==> src/gwopt_pkg.sv <==
// Package: register layout, bit positions and sizes of the gateway option block
package gwopt_pkg;
   // Option byte register and its bit positions
   localparam logic [3:0] GWOPT_OPT_OFFSET    = 4'h4;
   localparam logic [7:0] GWOPT_OPT_RESET     = 8'h00;
   localparam int         GWOPT_BIT_SWAP      = 0;
   localparam int         GWOPT_BIT_MODDIAG   = 1;
   localparam int         GWOPT_BIT_SUPDIAG   = 2;
   localparam int         GWOPT_BIT_FORCE     = 4;
   localparam int         GWOPT_BIT_DYNCFG    = 6;
   localparam logic [7:0] GWOPT_OPT_USED_MASK = 8'h57;
   // Process data path and diagnostic code width
   localparam int         GWOPT_DATA_W        = 16;
   localparam int         GWOPT_FIFO_DEPTH    = 32;
   localparam int         GWOPT_DIAG_W        = 8;
   // Link state encoding
   typedef enum logic [2:0] {
      GWOPT_RUN     = 3'b001,
      GWOPT_HALTED  = 3'b010,
      GWOPT_PENDCFG = 3'b100
   } gwopt_link_t;
endpackage : gwopt_pkg

==> src/gwopt_fifo.sv <==
// Module: parameterised FIFO with valid/ready on both sides
`timescale 1ns/1ps
module gwopt_fifo
   import gwopt_pkg::*;
#(
   parameter int WIDTH = 16,
   parameter int DEPTH = 32
) (
   input  wire logic             clk,
   input  wire logic             reset,
   input  wire logic             clkEn,
   input  wire logic [WIDTH-1:0] inData,
   input  wire logic             inValid,
   output logic                  inReady,
   output logic      [WIDTH-1:0] outData,
   output logic                  outValid,
   input  wire logic             outReady
);
   localparam int AW = $clog2(DEPTH);
   typedef struct packed {
      logic [AW-1:0] wrPtr;
      logic [AW-1:0] rdPtr;
      logic [AW:0]   count;
   } gwopt_fifo_st_t;
   gwopt_fifo_st_t st_q, st_d;
   logic [WIDTH-1:0] mem [DEPTH];
   logic             push;
   logic             pop;

   // Handshake terms, full and empty
   assign inReady  = (st_q.count != (AW+1)'(DEPTH));
   assign outValid = (st_q.count != '0);
   assign outData  = mem[st_q.rdPtr];
   assign push     = inValid && inReady;
   assign pop      = outValid && outReady;

   // Pointer and count update
   always_comb begin
      st_d = st_q;
      if (push) begin
         st_d.wrPtr = st_q.wrPtr + AW'(1);
      end
      if (pop) begin
         st_d.rdPtr = st_q.rdPtr + AW'(1);
      end
      st_d.count = st_q.count + (AW+1)'(push) - (AW+1)'(pop);
   end

   // State register and storage
   always_ff @(posedge clk) begin
      if (reset) begin
         st_q <= '0;
      end else if (clkEn) begin
         st_q <= st_d;
         if (push) begin
            mem[st_q.wrPtr] <= inData;
         end
      end
   end
endmodule : gwopt_fifo

==> src/gwopt_swap.sv <==
// Module: byte order stage for 16-bit process data words
`timescale 1ns/1ps
module gwopt_swap
   import gwopt_pkg::*;
(
   input  wire logic                    swapEn,
   input  wire logic [GWOPT_DATA_W-1:0] wordIn,
   output logic      [GWOPT_DATA_W-1:0] wordOut
);
   // Reverse byte lanes when swapping
   genvar i;
   generate
      for (i = 0; i < 2; i++) begin : g_lane
         assign wordOut[8*i +: 8] = swapEn ? wordIn[8*(1-i) +: 8] : wordIn[8*i +: 8]; // RULE1 RULE2
      end
   endgenerate
endmodule : gwopt_swap

==> src/gwopt_gateway.sv <==
// Module: gateway option byte latch and its effect on data, diagnostics and config
//
// Overview of operation
// RULE1: Option bit 0 clear: process words pass low byte first, unchanged.
// RULE2: Option bit 0 set: high and low bytes of each 16-bit word swap.
// RULE3: Option bit 1 clear: module diagnostics forwarded to master as extended diagnostics.
// RULE4: Option bit 1 set: module diagnostics dropped, no station diagnostic raised.
// RULE5: Bit 2 clear monitors gateway and feed supplies; gateway only if module diags off.
// RULE6: Option bit 2 set: no supply over or under voltage is reported.
// RULE7: Option bit 4 clear: commissioning tool force request accepted.
// RULE8: Bit 4 set and master parameterized: tool force request rejected.
// RULE9: Bit 6 clear: configuration changes stored, applied only after power-on reset.
// RULE10: Static configuration keeps data exchange running despite sequence error.
// RULE11: Bit 6 set: changed configuration taken over immediately.
// RULE12: Dynamic configuration halts data exchange and bus on sequence error.
// RULE13: No halt when start-up-despite-mismatch option bit is enabled.
// RULE14: Bits 3, 5 and 7 reserved; written zero by master, ignored here.
// RULE15: Whole byte latched when parameterization message accepted; applied afterwards.
`timescale 1ns/1ps
module gwopt_gateway
   import gwopt_pkg::*;
(
   input  wire logic                    clk,
   input  wire logic                    reset,
   input  wire logic                    clkEn,
   input  wire logic                    powerOnReset,
   // Parameterization message from the master
   input  wire logic                    prmValid,
   input  wire logic [3:0]              prmAddr,
   input  wire logic [7:0]              prmData,
   input  wire logic                    startupMismatchEn,
   output logic      [7:0]              optReadData,
   // Process data from module bus to master
   input  wire logic [GWOPT_DATA_W-1:0] pdInData,
   input  wire logic                    pdInValid,
   output logic                         pdInReady,
   output logic      [GWOPT_DATA_W-1:0] pdOutData,
   output logic                         pdOutValid,
   input  wire logic                    pdOutReady,
   // Module diagnostics
   input  wire logic                    modDiagValid,
   input  wire logic [GWOPT_DIAG_W-1:0] modDiagCode,
   output logic                         extDiagValid,
   output logic      [GWOPT_DIAG_W-1:0] extDiagCode,
   // Supply monitoring
   input  wire logic                    gwSupplyFault,
   input  wire logic                    feedSupplyFault,
   output logic                         supplyAlarm,
   // Force mode from commissioning tool
   input  wire logic                    forceReq,
   output logic                         forceGrant,
   output logic                         forceReject,
   // Station configuration
   input  wire logic                    cfgChange,
   input  wire logic                    seqError,
   output logic                         cfgApply,
   output logic                         busHalted
);
   typedef struct packed {
      logic [7:0]  opt;
      logic        prmDone;
      gwopt_link_t link;
      logic [1:0]  gwSync;
      logic [1:0]  feedSync;
      logic        extDiagValid;
      logic [GWOPT_DIAG_W-1:0] extDiagCode;
      logic        supplyAlarm;
      logic        forceGrant;
      logic        forceReject;
      logic        cfgApply;
      logic        busHalted;
      logic [7:0]  optRead;
   } gwopt_st_t;
   gwopt_st_t st_q, st_d;

   logic                    swapEn;
   logic                    moddiagOff;
   logic                    supdiagOff;
   logic                    forceBlock;
   logic                    dynCfg;
   logic [GWOPT_DATA_W-1:0] swapped;
   logic                    fifoInValid;
   logic                    fifoInReady;
   logic                    fifoOutValid;
   logic                    fifoOutReady;
   logic                    prmHit;

   // Option field decode
   function automatic logic optBit(input logic [7:0] opt, input int pos);
      return opt[pos];
   endfunction : optBit

   assign swapEn     = optBit(st_q.opt, GWOPT_BIT_SWAP);
   assign moddiagOff = optBit(st_q.opt, GWOPT_BIT_MODDIAG);
   assign supdiagOff = optBit(st_q.opt, GWOPT_BIT_SUPDIAG);
   assign forceBlock = optBit(st_q.opt, GWOPT_BIT_FORCE);
   assign dynCfg     = optBit(st_q.opt, GWOPT_BIT_DYNCFG);
   assign prmHit     = prmValid && (prmAddr == GWOPT_OPT_OFFSET);

   // Byte order stage ahead of the FIFO
   gwopt_swap u_swap (
      .swapEn  (swapEn),
      .wordIn  (pdInData),
      .wordOut (swapped)
   );

   // Halted link stalls intake and drain
   assign fifoInValid  = pdInValid && (st_q.link != GWOPT_HALTED); // RULE10 RULE12
   assign pdInReady    = fifoInReady && (st_q.link != GWOPT_HALTED);
   assign fifoOutReady = pdOutReady && (st_q.link != GWOPT_HALTED);
   assign pdOutValid   = fifoOutValid && (st_q.link != GWOPT_HALTED);

   gwopt_fifo #(
      .WIDTH (GWOPT_DATA_W),
      .DEPTH (GWOPT_FIFO_DEPTH)
   ) u_fifo (
      .clk      (clk),
      .reset    (reset),
      .clkEn    (clkEn),
      .inData   (swapped),
      .inValid  (fifoInValid),
      .inReady  (fifoInReady),
      .outData  (pdOutData),
      .outValid (fifoOutValid),
      .outReady (fifoOutReady)
   );

   // Next-state logic
   always_comb begin
      st_d = st_q;
      st_d.cfgApply     = 1'b0;
      st_d.forceGrant   = 1'b0;
      st_d.forceReject  = 1'b0;
      st_d.extDiagValid = 1'b0;
      st_d.gwSync       = {st_q.gwSync[0], gwSupplyFault};
      st_d.feedSync     = {st_q.feedSync[0], feedSupplyFault};
      // Latch the whole byte, reserved bits dropped
      if (prmHit) begin
         st_d.opt     = prmData & GWOPT_OPT_USED_MASK; // RULE15 RULE14
         st_d.prmDone = 1'b1;
      end
      st_d.optRead = st_d.opt;
      // Module diagnostics forwarding
      if (modDiagValid && !moddiagOff) begin
         st_d.extDiagValid = 1'b1; // RULE3
         st_d.extDiagCode  = modDiagCode;
      end // RULE4
      // Supply monitoring
      if (supdiagOff) begin
         st_d.supplyAlarm = 1'b0; // RULE6
      end else if (moddiagOff) begin
         st_d.supplyAlarm = st_q.gwSync[1]; // RULE5
      end else begin
         st_d.supplyAlarm = st_q.gwSync[1] | st_q.feedSync[1]; // RULE5
      end
      // Force request arbitration
      if (forceReq) begin
         if (forceBlock && st_q.prmDone) begin
            st_d.forceReject = 1'b1; // RULE8
         end else begin
            st_d.forceGrant = 1'b1; // RULE7
         end
      end
      // Configuration takeover and sequence error
      case (st_q.link)
         GWOPT_RUN: begin
            if (cfgChange && dynCfg) begin
               st_d.cfgApply = 1'b1; // RULE11
            end else if (cfgChange) begin
               st_d.link = GWOPT_PENDCFG; // RULE9
            end
            if (seqError && dynCfg && !startupMismatchEn) begin
               st_d.link = GWOPT_HALTED; // RULE12 RULE13
            end
         end
         GWOPT_PENDCFG: begin
            if (powerOnReset) begin
               st_d.cfgApply = 1'b1; // RULE9
               st_d.link     = GWOPT_RUN;
            end else if (seqError && dynCfg && !startupMismatchEn) begin
               st_d.link = GWOPT_HALTED; // RULE12
            end
         end
         GWOPT_HALTED: begin
            if (powerOnReset) begin
               st_d.link = GWOPT_RUN;
            end
         end
         default: begin
            st_d.link = GWOPT_RUN;
         end
      endcase
      st_d.busHalted = (st_d.link == GWOPT_HALTED);
   end

   // State register
   always_ff @(posedge clk) begin
      if (reset) begin
         st_q      <= '0;
         st_q.opt  <= GWOPT_OPT_RESET;
         st_q.link <= GWOPT_RUN;
      end else if (clkEn) begin
         st_q <= st_d;
      end
   end

   // Outputs straight from flip-flops
   assign optReadData  = st_q.optRead;
   assign extDiagValid = st_q.extDiagValid;
   assign extDiagCode  = st_q.extDiagCode;
   assign supplyAlarm  = st_q.supplyAlarm;
   assign forceGrant   = st_q.forceGrant;
   assign forceReject  = st_q.forceReject;
   assign cfgApply     = st_q.cfgApply;
   assign busHalted    = st_q.busHalted;
endmodule : gwopt_gateway

==> config.mk <==
export PLATFORM = sky130hd
export DESIGN_NAME = gwopt_gateway
export DESIGN_NICKNAME = d
export VERILOG_FILES = /design/src/gwopt_pkg.sv /design/src/gwopt_fifo.sv /design/src/gwopt_swap.sv /design/src/gwopt_gateway.sv
export SDC_FILE = /design/constraint.sdc
export NUM_CORES = 1
export LEC_CHECK = 0
export BUFFER_PORTS_ARGS = -buffer_cell sky130_fd_sc_hd__buf_4
export CORE_MARGIN = 1
export CORE_UTILIZATION = 45
export CTS_BUF_LIST = sky130_fd_sc_hd__clkbuf_4
export DETAILED_ROUTE_END_ITERATION = 7
export SETUP_SLACK_MARGIN = 0.02
export SLEW_MARGIN = 10
export SYNTH_ARGS = -nofsm -noshare
export SYNTH_HDL_FRONTEND = slang
export SYNTH_HIERARCHICAL = 1
export SYNTH_SLANG_ARGS = --single-unit
==> constraint.sdc <==
create_clock -name clk -period 3.9 [get_ports clk]
set_input_delay 0 -clock clk [delete_from_list [all_inputs] [get_ports clk]]
set_output_delay 0 -clock clk [all_outputs]
set_load 0.02 [all_outputs]
==> flow_summary.yaml, run 1 <==
outcome:
  run_status: "complete, no violations"
synth:
  seq_area_frac_synth_pct: 73.1
  post_synth.cell_area_avg_um2: 18.0
  yosys_warnings: 6
  netlist_top_cells_count: "512 x edfxtp_1, 147 x mux2i_1, 95 x a22oi_1"
  yosys.cell_count.top_type: "edfxtp_1"
  synth_largest_area_cell: "edfxtp_1"
  yosys_reg_bits: 560
  synth-async-reset-ratio_pct: 0
  postSynth.topFlopCell: "edfxtp_1"
  synth.top_cells.by_area: "edfxtp_1 69%, mux2i_1 6.6%, mux4_2 5.7%, dfxtp_1 4.3%, a22oi_1 3.2%"
  synth_top_area_share_pct: 68.8
  synth_enable_flop_cells: 512
  synthesis.instances: 1238
  synth_cell_types: 59
  post_synth_instance_area_um2: 22300
cells_and_area:
  n_fill_cell: 3936
  fraction_of_layout_cells_with_a_size_suffix_above_1_pct: 27.5
  synthToLayoutAreaGrowth_pct: 19.4
  nets: 1617
  final-instance-count-excl-fill: 2306
drt:
  vias: 12532
  drt_iter0_markers: 1063
  remaining_drc_errors: 0
  drt-vias-per-instance: 5.43
  drt.antenna.violating_nets: 0
  postRouteWirelength_mm: 53.8
  drt_pre_antenna_iters: 5
  routedWlPerCell_um: 23.3
critical_path:
  critical_path.endpoint_type: "primary output"
  required_ns: 3.90
  cp_data_arrival_time_ns: 3.45
  critical_path_cell_count: 5
  slowest_delay_ns: 0.66
  slowest_cell_on_crit_path: "dfxtp_4"
  timing.critical_path.max_delay_family: "flip-flops"
  crit_path_max_fanout: 23
  ff2ff_path_depth: 12
  crit_buf_inv: 2
  critPathMostFrequentCell: "buf_4"
  start_kind: "flip-flop"
  critical_path_class: "reg -> out"
  timing.critical_path.cells: "buf_4 > mux4_2 > a22oi_1 > nand4_1 > buf_4"
placed_design:
  placement.io_buffers: 83
  pre_cts_slack_ns: 1.15
  place_hpwl_mm: 29.7
  routabilityCongestion: 0.745
  placed_cells: 1956
floorplanning:
  area_of_the_core_um2: 49000
  die_width_um: 225
  die_height_um: 225
  num_io_pins: 90
  die-area_um2: 50500
  initial_core_util_pct: 45.6
  placementRows: 81
timing:
  final.min_clock_period_ns: 3.45
  hold_viol: 0
  final_max_slew_viol_count: 0
  report.final.setup_viol: 0
  timing.fmax_mhz: 290
  unrepaired_setup_endpoints_after_global_routing: "false"
  worst_pin_slew_ns: 1.18
  layout_setup_ws_ns: 0.447
  worst_clock_skew_ns: 0.0486
  slew-limit-headroom_pct: 20.8
  period_share_pct: 88.5
  final.setup.tns_ns: 0
grt:
  global_route_wire_length_before_repair_mm: 79.4
  globalRouteOverflowTotal: 0
  first_global_vias: 12974
  grt_max_degree: 51
  antenna_found_initial: 5
  global_route.usage.total_pct: 22.0
pwr:
  power_leakage_nw: 8.80
  irDropWorstVdd_mv: 0.287
  powerDensity_nw_per_um2: 476
worst_hold_path:
  hold_class: "in -> reg"
  hold_depth: 4
clocking:
  post_cts.repair.setup_buffers: 0
  cts_tree: "yes"
  cts_buffer_depth: 3
  depth_of_the_cts_h_tree: 4
  cts_root_buffer: "clkbuf_4"
  clock-sinks: 560
  tritoncts.num_buffers: 145
  worst_skew_pair.late_latency_ns: 0.95
  clk_pin_slew_ns: 0.06
run:
  maxCapViolCount: 0
[stage by stage]
step	hold WS, ns	power (W)	util [%]	area [um2]
global placement	0.226	0.00779	48.4	23700
floorplan	0.144	0.00744	-	22400
detailed placement	0.239	0.00780	48.4	23700
global route	0.0933	0.0133	54.5	26700
CTS	0.0254	0.0129	54.5	26700
finish	0.172	0.0127	54.5	26700
[area by class of cell]
class | count | area [um2] | share of cell area (%)
Antenna cell | 3 | 7.51 | 0.0281
Inverter | 17 | 63.8 | 0.239
Tap cell | 664 | 831 | 3.11
Multi-Input combinational cell | 580 | 5420 | 20.3
Timing Repair Buffer | 248 | 2250 | 8.44
Clock buffer | 200 | 1500 | 5.63
Clock inverter | 34 | 260 | 0.976
Sequential cell | 560 | 16300 | 61.3
[cells by family (layout without fill, tap and decap cells)]
family,count (synthesis),count (layout),synth area share (%)
flip-flops,560,560,73.1
multiplexers,227,227,14.1
AND/OR/NAND/NOR,193,193,4.43
AO/OA/AOI/OAI,130,130,4.24
buffers and inverters,100,499,2.73
adder cells (fa/ha/maj),15,15,0.874
XOR/XNOR,12,12,0.470
other,1,6,0.0168
[worst reg2reg max path, cell delays in order, from the launching register on]
cell           delay (ns)
dfxtp_1              0.44
nor3b_4              0.35
and2b_2              0.27
nand2_1              0.06
ha_1                 0.13
dlygate4sd3_1        0.54
inv_1                0.07
fa_1                 0.41
a21oi_1              0.16
o21bai_1             0.09
xnor2_1              0.15
o22ai_1              0.10
dlygate4sd3_1        0.57
[placed cells by master (no fill, tap or decap), drive strengths merged, types with 44 or more instances in the layout]
| cell type | count |
|---|---|
| dlygate4sd3 | 106 |
| nor2 | 73 |
| clkbuf | 200 |
| buf | 142 |
| dfxtp | 48 |
| edfxtp | 512 |
| a22oi | 96 |
| mux4 | 64 |
| mux2i | 147 |
| nand3 | 44 |
[flip-flops by register name (all words and copies together), names as in the netlist, named ones only]
register      count
busHalted         1
cfgApply          1
extDiagCode       8
extDiagValid      1
forceGrant        1
forceReject       1
optReadData       5
st_d              2
st_q              6
supplyAlarm       1
u_fifo/mem      512
u_fifo/st_q      16
[report_power, final]
part / switching, W / total (W) / internal, W
logic: 0.000631 / 0.00112 / 0.000491
registers: 0.0000547 / 0.00666 / 0.00660
clock network: 0.00226 / 0.00493 / 0.00267
total: 0.00294 / 0.0127 / 0.00976
[final timing paths]
check / startpoint / end / slack (ns)
hold / removal: pdInData[4] / u_fifo/mem[11][12] / 0.17
setup reg to reg: st_q[28] / u_fifo/st_q[4] / 0.47
setup / recovery: flip-flop / pdOutData[0] / 0.45
hold reg to reg: busHalted / busHalted / 0.48
[routing by layer]
metal  part of all wire (%)  up-vias  track usage, %
met5                  0.046        -               0
met4                    1.9        4            7.61
met3                    7.5       75            7.41
met2                     50      407            36.2
met1                     41     6395            27.0
li1                       -     5651               -
[repair_timing]
action,4_1_cts,5_1_grt
gates resized for setup,0,0
endpoints found under the setup margin,0,0
hold buffers,113,0
hold endpoints to repair,560,0
Power figures use the tool's default switching activity.
==> inputs of run 2 (changes only) <==
--- a/config.mk
+++ b/config.mk
@@ -7,9 +7,10 @@
 export LEC_CHECK = 0
 export BUFFER_PORTS_ARGS = -buffer_cell sky130_fd_sc_hd__buf_4
 export CORE_MARGIN = 1
-export CORE_UTILIZATION = 45
+export CORE_UTILIZATION = 69
 export CTS_BUF_LIST = sky130_fd_sc_hd__clkbuf_4
 export DETAILED_ROUTE_END_ITERATION = 7
+export PLACE_DENSITY = 0.88
 export SETUP_SLACK_MARGIN = 0.02
 export SLEW_MARGIN = 10
 export SYNTH_ARGS = -nofsm -noshare
==> flow_summary.yaml, run 2 (synthesized netlist as in run 1, its figures left out) <==
critical_path:
  critical_path_class: "reg -> out"
  crit_buf_inv: 1
  critical_path.reg2reg.endpoint: "u_fifo/st_q[4]"
  slowest_delay_ns: 0.94
  ff2ff_path_depth: 11
  required_ns: 3.90
  slowest_cell_on_crit_path: "dfxtp_4"
  reg2reg_setup_slack_ns: 1.03
  critical_path.endpoint_type: "primary output"
  crit-reg2reg-launch: "st_q[28]"
  timing.critical_path.cells: "mux4_1 > a22oi_1 > nand4_1 > buf_4"
  timing.critical_path.max_delay_family: "flip-flops"
  cp_data_arrival_time_ns: 3.46
  start_kind: "flip-flop"
  crit_path_max_fanout: 47
pwr:
  irDropWorstVdd_mv: 0.339
  fin_total_pwr_w: 0.0125
  share_comb_of_total_power_pct: 9.1
  power.sequential.fraction_pct: 53.2
  power_leakage_nw: 8.65
  powerDensity_nw_per_um2: 481
  power.internal_w: 0.00953
  clockPowerShare_pct: 37.7
  p_sw_w: 0.00302
  swShare_pct: 24.1
cells_and_area:
  synthToLayoutAreaGrowth_pct: 16.6
  regMostFlops: "u_fifo/mem"
  most_common_cell_after_layout_fill_and_taps_aside: "edfxtp_1"
  most-common-layout-cells: "512 x edfxtp_1, 197 x clkbuf_4, 147 x mux2i_1"
  fraction_of_layout_cells_with_a_size_suffix_above_1_pct: 27.1
  number_of_flip_flops_in_the_largest_register: 512
  nets: 1588
  final-instance-count-excl-fill: 2018
drt:
  remaining_drc_errors: 0
  postRouteWirelength_mm: 55.1
  drt_iter0_markers: 1633
  routedWlPerCell_um: 27.3
  vias: 13295
  drt_pre_antenna_iters: 6
  drt-vias-per-instance: 6.59
  drt.antenna.violating_nets: 0
outcome:
  run_status: "complete, no violations"
clocking:
  cts_tree: "yes"
  clk_pin_slew_ns: 0.07
  post_cts.repair.setup_buffers: 0
  worst_skew_pair.late_latency_ns: 0.83
  cts_root_buffer: "clkbuf_4"
  cts_repair_resizes: 0
  cts_buffer_depth: 3
  postCtsHoldBufs: 98
  clock-sinks: 560
  depth_of_the_cts_h_tree: 4
  tritoncts.num_buffers: 137
grt:
  global_route.usage.total_pct: 34.6
  first_global_vias: 13711
  antenna_found_initial: 1
  globalRouteOverflowTotal: 0
  global_route_wire_length_before_repair_mm: 82.1
  grt_max_degree: 53
worst_hold_path:
  hold_class: "in -> reg"
  holdCritStartpoint: "pdInData[15]"
  min_delay_worst_endpoint: "u_fifo/mem[15][15]"
  hold_depth: 2
floorplanning:
  die_height_um: 182
  area_of_the_core_um2: 31700
  die_width_um: 182
  initial_core_util_pct: 70.4
  die-area_um2: 33100
  placementRows: 65
  num_io_pins: 90
timing:
  worst_clock_skew_ns: 0.0904
  report.final.setup_viol: 0
  final_max_slew_viol_count: 0
  hold_viol: 0
  slew-limit-headroom_pct: 20.4
  worst_pin_slew_ns: 1.19
  final.setup.tns_ns: 0
  timing.fmax_mhz: 289
  period_share_pct: 88.7
  layout_setup_ws_ns: 0.443
  hold_slack_ns: 0.0685
  unrepaired_setup_endpoints_after_global_routing: "false"
  final.min_clock_period_ns: 3.46
placed_design:
  placement.io_buffers: 83
  placed_cells: 1688
  routabilityCongestion: 0.826
  place_hpwl_mm: 28.3
  pre_cts_slack_ns: 1.19
run:
  maxCapViolCount: 0
[run 2: cell count changes in the layout (fill, tap and decap cells not counted), sizes merged, moves of 2 or more]
cell,delta
diode,-2
clkinv,+4
clkbuf,-3
inv,-2
buf,-6
dlygate4sd3,-15
bufinv,-3
[run 2: cell type report]
type / instances / area, um2
inverters: 17 / 63.8
diodes: 1 / 2.50
fillers: 1418 / 5660
clock inverters: 34 / 189
repair buffers: 227 / 2070
well taps: 402 / 503
flip-flops and latches: 560 / 16300
multi-input cells: 580 / 5410
clock buffers: 197 / 1480
[run 2: worst max path at each step]
stage | start | to | slack [ns] | cells past startpoint
finish | flip-flop | pdOutData[13] | 0.44 | 4
global route | flip-flop | pdOutData[1] | 0.25 | 5
CTS | flip-flop | pdOutData[1] | 0.43 | 5
detailed placement | st_q[28] | u_fifo/st_q[4] | 1.19 | 11
global placement | st_q[28] | u_fifo/st_q[4] | 1.28 | 11
floorplan | st_q[28] | u_fifo/st_q[4] | 1.42 | 12
[run 2: power by group through the flow]
stage	clock [W]	combinational, W	sequential (W)
final	0.00473	0.00114	0.00667
after global routing	0.00512	0.00120	0.00668
after CTS	0.00473	0.00107	0.00667
after detailed placement	0	0.000978	0.00680
after global placement	0	0.000935	0.00679
after floorplan	0	0.000683	0.00676
[run 2: through the flow]
stage,area [um2],utilization (%)
after floorplan,22400,-
after global placement,23300,73.6
after detailed placement,23300,73.6
after CTS,26100,82.2
after global routing,26100,82.2
final,26100,82.2
[run 2: per-layer routing]
layer,up-vias,wire length (um),track usage [%]
li1,5573,-,-
met1,6603,19400,44.0
met2,973,27900,57.4
met3,146,5570,7.64
met4,0,2290,16.3
met5,-,0,0
